==> config.mk <==
export PLATFORM = sky130hd
export DESIGN_NAME = p35fs_top
export DESIGN_NICKNAME = d
export VERILOG_FILES = /design/src/rtl/p35fs_pkg.sv /design/src/rtl/p35fs_top.sv
export SDC_FILE = /design/constraint.sdc
export NUM_CORES = 1
export LEC_CHECK = 0
export BUFFER_PORTS_ARGS = -buffer_cell sky130_fd_sc_hd__buf_2
export CAP_MARGIN = 20
export CORE_ASPECT_RATIO = 1.75
export CORE_MARGIN = 5
export CORE_UTILIZATION = 37
export DETAILED_ROUTE_END_ITERATION = 16
export MAX_ROUTING_LAYER = met4
export PLACE_DENSITY = 0.81
export SLEW_MARGIN = 20
export SYNTH_ARGS = -nofsm -noshare
export SYNTH_HDL_FRONTEND = slang
export SYNTH_SLANG_ARGS = --single-unit
==> constraint.sdc <==
create_clock -name pclk -period 1.4 [get_ports pclk]
set_input_delay 0.21 -clock pclk [delete_from_list [all_inputs] [get_ports pclk]]
set_output_delay 0.21 -clock pclk [all_outputs]
set_load 0.01 [all_outputs]
==> src/rtl/p35fs_pkg.sv <==
// constants and types shared by the port 3 to 5 function select block
`default_nettype none

package p35fs_pkg;

    // ========================================================================
    // register map
    // ========================================================================
    localparam int PADDR_W = 12;

    // word indices; the byte address is four times the index, cut to the bus width
    localparam logic [31:0] IDX_P3FC = 32'hFFFFF046;
    localparam logic [31:0] IDX_SERSEL = 32'hFFFFF047;
    localparam logic [31:0] IDX_EXPMODE = 32'hFFFFF048;
    localparam logic [31:0] IDX_P3DIR = 32'hFFFFF049;
    localparam logic [31:0] IDX_P4DIR = 32'hFFFFF04A;
    localparam logic [31:0] IDX_P5DIR = 32'hFFFFF04B;
    localparam logic [31:0] IDX_STATUS = 32'hFFFFF04C;

    function automatic logic [PADDR_W-1:0] p35fs_addr(input logic [31:0] idx);
        return {idx[PADDR_W-3:0], 2'b00};
    endfunction

    localparam logic [PADDR_W-1:0] ADDR_P3FC = p35fs_addr(IDX_P3FC);
    localparam logic [PADDR_W-1:0] ADDR_SERSEL = p35fs_addr(IDX_SERSEL);
    localparam logic [PADDR_W-1:0] ADDR_EXPMODE = p35fs_addr(IDX_EXPMODE);
    localparam logic [PADDR_W-1:0] ADDR_P3DIR = p35fs_addr(IDX_P3DIR);
    localparam logic [PADDR_W-1:0] ADDR_P4DIR = p35fs_addr(IDX_P4DIR);
    localparam logic [PADDR_W-1:0] ADDR_P5DIR = p35fs_addr(IDX_P5DIR);
    localparam logic [PADDR_W-1:0] ADDR_STATUS = p35fs_addr(IDX_STATUS);

    // ========================================================================
    // field positions
    // ========================================================================
    localparam int P3_TOUT0 = 0;
    localparam int P3_TOUT1 = 1;
    localparam int P3_TCLR = 2;
    localparam int P3_TCNT = 3;
    localparam int P3_IRQ0 = 4;
    localparam int P3_SDO = 5;
    localparam int P3_SDI = 6;
    localparam int P3_SCK = 7;
    localparam int SERIAL_ROUTE_BIT = 5;
    localparam int EXP_P4_BIT = 2;
    localparam int EXP_P5_OFF_BIT = 3;

    // ========================================================================
    // reset values and boot modes
    // ========================================================================
    localparam logic [7:0] P3FC_RST = 8'h00;
    localparam logic [7:0] SERSEL_RST = 8'h00;
    localparam logic [7:0] SERSEL_MASK = 8'h20;
    localparam logic [7:0] DIR_RST = 8'hFF;
    localparam logic [3:0] EXP_RST = 4'h0;
    localparam logic [3:0] EXP_BUS16 = 4'h7;
    localparam logic [3:0] EXP_BUS8 = 4'hF;
    localparam logic [3:0] BOOT_ROMLESS0 = 4'h0;
    localparam logic [3:0] BOOT_ROMLESS1 = 4'h1;
    localparam logic [3:0] BOOT_SINGLE1 = 4'h3;

    // one 8-pin group as driven toward the pads
    typedef struct packed {
        logic [7:0] out;
        logic [7:0] oe;
    } p35fs_pin_type;

endpackage

`default_nettype wire

==> src/rtl/p35fs_top.sv <==
// pin function select for ports 3, 4 and 5 with its apb register file
//
// Design decision made here: the APB interface to the registers.
`default_nettype none

module p35fs_top
    import p35fs_pkg::*;
(
    input wire logic pclk,
    input wire logic presetn,
    input wire logic psel,
    input wire logic penable,
    input wire logic pwrite,
    input wire logic [PADDR_W-1:0] paddr,
    input wire logic [31:0] pwdata,
    input wire logic [3:0] pstrb,
    output logic pready,
    output logic [31:0] prdata,
    output logic pslverr,
    input wire logic [3:0] boot_mode_pins,
    input wire logic [7:0] p3_pin_in,
    input wire logic [7:0] p3_port_data,
    output var p35fs_pin_type p3_pin,
    input wire logic [7:0] p4_pin_in,
    input wire logic [7:0] p4_port_data,
    output var p35fs_pin_type p4_pin,
    input wire logic [7:0] p5_pin_in,
    input wire logic [7:0] p5_port_data,
    output var p35fs_pin_type p5_pin,
    input wire logic timer_out0,
    input wire logic timer_out1,
    output logic timer_clear_in,
    output logic timer_count_in,
    output logic ext_irq_in0,
    output logic ext_irq_in1,
    output logic ext_irq_in2,
    output logic ext_irq_in3,
    input wire logic serial_clock_out,
    input wire logic serial_clock_oe,
    output logic serial_clock_io,
    output logic serial_data_in,
    input wire logic serial_data_out,
    input wire logic [15:0] ext_dbus_out,
    input wire logic ext_dbus_oe,
    output logic [15:0] ext_dbus_in,
    output logic p4_bus_active,
    output logic p5_bus_active
);

    // ========================================================================
    // helpers
    // ========================================================================
    // expansion field loaded from the boot strap
    function automatic logic [3:0] strap_exp(input logic [3:0] mode);
        if (mode == BOOT_ROMLESS0 || mode == BOOT_SINGLE1) begin
            return EXP_BUS16;
        end else if (mode == BOOT_ROMLESS1) begin
            return EXP_BUS8;
        end else begin
            return EXP_RST;
        end
    endfunction

    // port-mode drive: latch data out, buffer on when direction bit is zero
    function automatic p35fs_pin_type port_drive(input logic [7:0] data,
                                                 input logic [7:0] dir);
        p35fs_pin_type p;
        p.out = data;
        p.oe = ~dir;
        return p;
    endfunction

    // ========================================================================
    // register state
    // ========================================================================
    logic [7:0] p3fc_r, p3fc_nxt;
    logic [7:0] sersel_r, sersel_nxt;
    logic [3:0] exp_r, exp_nxt;
    logic [7:0] p3dir_r, p3dir_nxt;
    logic [7:0] p4dir_r, p4dir_nxt;
    logic [7:0] p5dir_r, p5dir_nxt;
    logic exp_loaded_r, exp_loaded_nxt;
    logic [31:0] prdata_r, prdata_nxt;
    logic [7:0] wdata8;
    logic [7:0] rd_byte;
    logic addr_hit;
    logic wr_en;
    logic rd_setup;

    assign wdata8 = pwdata[7:0];
    // zero-wait slave: the write lands at the access edge
    assign wr_en = psel & penable & pwrite & pstrb[0];
    assign rd_setup = psel & ~penable & ~pwrite;

    // address decode and read mux
    always_comb begin
        addr_hit = 1'b1;
        rd_byte = 8'h00;
        case (paddr)
            ADDR_P3FC: rd_byte = p3fc_r;
            ADDR_SERSEL: rd_byte = sersel_r & SERSEL_MASK;
            ADDR_EXPMODE: rd_byte = {4'h0, exp_r};
            ADDR_P3DIR: rd_byte = p3dir_r;
            ADDR_P4DIR: rd_byte = p4dir_r;
            ADDR_P5DIR: rd_byte = p5dir_r;
            ADDR_STATUS: rd_byte = {6'h00, p5_bus_active, p4_bus_active};
            default: addr_hit = 1'b0;
        endcase
    end

    // next register values
    always_comb begin
        p3fc_nxt = p3fc_r;
        sersel_nxt = sersel_r;
        exp_nxt = exp_r;
        p3dir_nxt = p3dir_r;
        p4dir_nxt = p4dir_r;
        p5dir_nxt = p5dir_r;
        exp_loaded_nxt = 1'b1;
        prdata_nxt = prdata_r;
        // read data is captured in the setup cycle so prdata is a flop
        if (rd_setup) begin
            prdata_nxt = {24'h000000, rd_byte};
        end
        if (wr_en) begin
            case (paddr)
                ADDR_P3FC: p3fc_nxt = wdata8;
                ADDR_SERSEL: sersel_nxt = wdata8 & SERSEL_MASK;
                ADDR_EXPMODE: exp_nxt = wdata8[3:0];
                ADDR_P3DIR: p3dir_nxt = wdata8;
                ADDR_P4DIR: p4dir_nxt = wdata8;
                ADDR_P5DIR: p5dir_nxt = wdata8;
                default: begin
                end
            endcase
        end
        // strap is caught on the first edge after release and beats a write
        if (!exp_loaded_r) begin
            exp_nxt = strap_exp(boot_mode_pins);
        end
    end

    // registers
    always_ff @(posedge pclk or negedge presetn) begin
        if (!presetn) begin
            p3fc_r <= P3FC_RST;
            sersel_r <= SERSEL_RST;
            exp_r <= EXP_RST;
            p3dir_r <= DIR_RST;
            p4dir_r <= DIR_RST;
            p5dir_r <= DIR_RST;
            exp_loaded_r <= 1'b0;
            prdata_r <= 32'h00000000;
        end else begin
            p3fc_r <= p3fc_nxt;
            sersel_r <= sersel_nxt;
            exp_r <= exp_nxt;
            p3dir_r <= p3dir_nxt;
            p4dir_r <= p4dir_nxt;
            p5dir_r <= p5dir_nxt;
            exp_loaded_r <= exp_loaded_nxt;
            prdata_r <= prdata_nxt;
        end
    end

    // apb answer; unmapped addresses report an error and read zero
    assign pready = 1'b1;
    assign prdata = prdata_r;
    assign pslverr = psel & penable & ~addr_hit;

    // ========================================================================
    // port 3 pin mux
    // ========================================================================
    logic ser_route;
    // route bit only matters where the function bit is set
    assign ser_route = sersel_r[SERIAL_ROUTE_BIT];

    always_comb begin
        p3_pin = port_drive(p3_port_data, p3dir_r);
        if (p3fc_r[P3_TOUT0]) begin
            p3_pin.out[P3_TOUT0] = timer_out0;
            p3_pin.oe[P3_TOUT0] = 1'b1;
        end
        if (p3fc_r[P3_TOUT1]) begin
            p3_pin.out[P3_TOUT1] = timer_out1;
            p3_pin.oe[P3_TOUT1] = 1'b1;
        end
        // input functions leave the buffer off
        if (p3fc_r[P3_TCLR]) begin
            p3_pin.oe[P3_TCLR] = 1'b0;
        end
        if (p3fc_r[P3_TCNT]) begin
            p3_pin.oe[P3_TCNT] = 1'b0;
        end
        if (p3fc_r[P3_IRQ0]) begin
            p3_pin.oe[P3_IRQ0] = 1'b0;
        end
        if (p3fc_r[P3_SDO]) begin
            p3_pin.out[P3_SDO] = serial_data_out;
            p3_pin.oe[P3_SDO] = ser_route;
        end
        if (p3fc_r[P3_SDI]) begin
            p3_pin.oe[P3_SDI] = 1'b0;
        end
        if (p3fc_r[P3_SCK]) begin
            p3_pin.out[P3_SCK] = serial_clock_out;
            p3_pin.oe[P3_SCK] = ser_route & serial_clock_oe;
        end
    end

    // peripheral inputs read zero when their pin is not assigned to them
    assign timer_clear_in = p3fc_r[P3_TCLR] & p3_pin_in[P3_TCLR];
    assign timer_count_in = p3fc_r[P3_TCNT] & p3_pin_in[P3_TCNT];
    assign ext_irq_in0 = p3fc_r[P3_IRQ0] & p3_pin_in[P3_IRQ0];
    assign ext_irq_in1 = p3fc_r[P3_SDO] & ~ser_route & p3_pin_in[P3_SDO];
    assign ext_irq_in2 = p3fc_r[P3_SDI] & ~ser_route & p3_pin_in[P3_SDI];
    assign ext_irq_in3 = p3fc_r[P3_SCK] & ~ser_route & p3_pin_in[P3_SCK];
    assign serial_data_in = p3fc_r[P3_SDI] & ser_route & p3_pin_in[P3_SDI];
    assign serial_clock_io = p3fc_r[P3_SCK] & ser_route & p3_pin_in[P3_SCK];

    // ========================================================================
    // ports 4 and 5: data bus or general port
    // ========================================================================
    // bit three is ignored for the low byte
    assign p4_bus_active = exp_r[EXP_P4_BIT];
    // a set bit three drops the upper byte lanes
    assign p5_bus_active = exp_r[EXP_P4_BIT] & ~exp_r[EXP_P5_OFF_BIT];

    // bus pins follow the bus cycle direction, not the direction register
    always_comb begin
        p4_pin = port_drive(p4_port_data, p4dir_r);
        p5_pin = port_drive(p5_port_data, p5dir_r);
        ext_dbus_in = 16'h0000;
        if (p4_bus_active) begin
            p4_pin.out = ext_dbus_out[7:0];
            p4_pin.oe = {8{ext_dbus_oe}};
            ext_dbus_in[7:0] = p4_pin_in;
        end
        if (p5_bus_active) begin
            p5_pin.out = ext_dbus_out[15:8];
            p5_pin.oe = {8{ext_dbus_oe}};
            ext_dbus_in[15:8] = p5_pin_in;
        end
    end
endmodule

`default_nettype wire

==> metrics.txt <==
io pins=235; Post-synth top flop=dfstp_2; TNS Setup=-8.11 ns; layout cells sized above 1=74.4%; Setup Skew=0.00316 ns; final worst-path cycle share=118%; post-synthesis compound-gate area fraction=10.1%; gp weighted congestion=0.899; critical path class=flop to output port; status=finished with violations; CTS Buf Count=5; CTS root buffer=clkbuf_16; post-layout min period=1.65 ns; placed cell count=599; final setup margin=-0.249 ns; final non-filler cell total=620; Via density=5.34; Seq/Total Area, Yosys=38.2%; Slew Limit Fails=0; Die ar.=10300 um^2; core area=8260 um^2; crit start category=flop; H-tree levels=2; Syn Area/Cell=10.0 um^2; #FFs+latches synth=46; post-route cell area=5360 um^2; critical path arrival=1.44 ns; Clock transition at path regs=0.06 ns; post-synthesis mux area share=21.3%; most frequent cells in the layout=buf_2, buf_6, mux2_4; Starting Density=37.4%; XOR/XNOR Fraction of Synth Area=0%; peak supply drop=0.652 mV; LEAKAGE=2.61 nW; Mapped Area=3090 um^2; Port Buffers=172; Max-Cap Viols=0; WL/cell=19.4 um; Yosys top cell by area=dfstp_2; RSZ-0062 raised after global routing=yes; Skew-Pair Late Insertion Delay=0.28 ns; initial antenna violation count=0; crit path max fanout=6; Synth Area in Adders=0%; DRC=0; Antenna diodes=0; Synth Warn #=0; violated checks=setup timing; clock buffer depth=2; largest family of logic cells by synthesized area=multiplexers; most common cell after layout, fill and taps aside=buf_2; Setup Viol. Count Final=68; Die H=131 um; Req. time, crit path=1.19 ns; crit end category=output port; Final ANT Viol Nets=0; Post-Route WL=12000 um; Post-synth ARST share=100%; Pwr Density=698 nW/um^2; first-pass GRT wire length=16600 um; clk sinks=46; # fillers=592; synth top area cells=dfstp_2, dfrtp_1, mux2_2, buf_4, nand2_1; HP Class=input pin to flop; Total GRT Usage=21.4%; Pre-antenna DRT Iters=4; Mapped Cells=308; final hold violations=0; area share of the largest cell type after synthesis=20.4%; max frequency=607 MHz; vias in the first global route=3309; GR Overflow Total=0; Post-synth EDFFs=0; simple-gate area share of the yosys netlist=20.7%; synth unique cells=44; row cnt=44; Iteration-0 DRC Markers=189; largest net degree at the start of global routing=34; CTS tree=yes; via count=3311; Detail Placement HPWL=8690 um; die span in x=79.1 um; synth-to-layout area growth=73.7%; final net count=654; Area after DPL=4390 um^2
==> layer usage <==
metal	share of wire (%)	global-route usage [%]	vias to the layer above
met5	0	-	-
met4	2.9	10.2	0
met3	6.6	3.29	22
met2	55	39.4	181
met1	35	21.8	1620
li1	-	-	1488
==> logic make-up after synthesis <==
group,count (synthesis)
other,2
AO/OA/AOI/OAI,48
flip-flops,46
multiplexers,56
buffers and inverters,45
AND/OR/NAND/NOR,111
==> state kept, by name, indices dropped and copies added, names as in the netlist <==
signal and cells:
p3dir_r 8, exp_r 4, p5dir_r 8, prdata 8, exp_loaded_r 1, p3fc_r 8, p4dir_r 8, sersel_r 1
==> metrics by stage <==
stage | power (mW) | util, % | hold slack (ns) | setup slack, ns
floorplan | 1.76 | - | -0.0856 | -0.333
CTS | 3.54 | 58.9 | 0.212 | -0.188
detailed placement | 2.12 | 53.2 | 0.127 | -0.393
global placement | 2.10 | 53.2 | 0.119 | -0.389
finish | 3.74 | 64.9 | 0.211 | -0.249
global route | 3.87 | 64.9 | 0.212 | -0.272
==> layout make-up <==
type	count	area [um^2]	share of cell area [%]
Clock buffer	7	133	2.47
Clock inverter	1	30.0	0.560
Inverter	3	23.8	0.443
Multi-Input combinational cell	241	2210	41.2
Sequential cell	46	1190	22.1
Tap cell	92	115	2.15
Timing Repair Buffer	230	1660	31.0
==> final timing paths <==
kind	startpoint	end	slack, ns	depth (start not counted)
min in group asynchronous	presetn	exp_r[1]$_DFFE_PN0P_	0.37	2
setup / recovery	exp_r[2]$_DFFE_PN0P_	p4_pin[11]	-0.25	4
setup reg to reg	exp_r[2]$_DFFE_PN0P_	prdata[0]$_DFFE_PN0P_	-0.06	6
hold / removal	pwdata[6]	p5dir_r[6]$_DFFE_PN1P_	0.21	2
max in group asynchronous	presetn	p5dir_r[6]$_DFFE_PN1P_	0.47	3
hold reg to reg	prdata[3]$_DFFE_PN0P_	prdata[3]$_DFFE_PN0P_	0.48	2
==> worst max-delay path, stage by stage, from the launching register on <==
cell,delay (ns)
dfrtp_2,0.44
buf_6,0.15
buf_12,0.14
mux2_4,0.30
buf_6,0.12
==> cells in the mapped netlist, types with 4 or more instances <==
cell type   n
o21ai_0    18
mux2i_1     5
clkbuf_1    9
buf_4      29
a21oi_1    10
and4_2      4
a22o_1      5
dfrtp_1    22
nor2_1     15
and2_1     20
nand3_1     4
mux2_2     48
dfstp_2    24
a2bb2oi_1   4
nand2_1    38
==> power breakdown <==
part	total, mW	leakage, nW	switching (mW)	internal (mW)
combinational	1.05	1.99	0.507	0.545
clock	1.33	0.0781	0.485	0.844
sequential	1.36	0.538	0.0155	1.35
total	3.74	2.61	1.01	2.73
==> timing repair <==
item,4_1_cts,5_1_grt
pin swaps,11,23
setup endpoints to repair,89,96
buffers inserted,5,5
resized for setup,62,110
cloned,1,3
endpoints found under the hold margin,5,0
hold buffers,1,0
(Power assumes the default switching activity.)
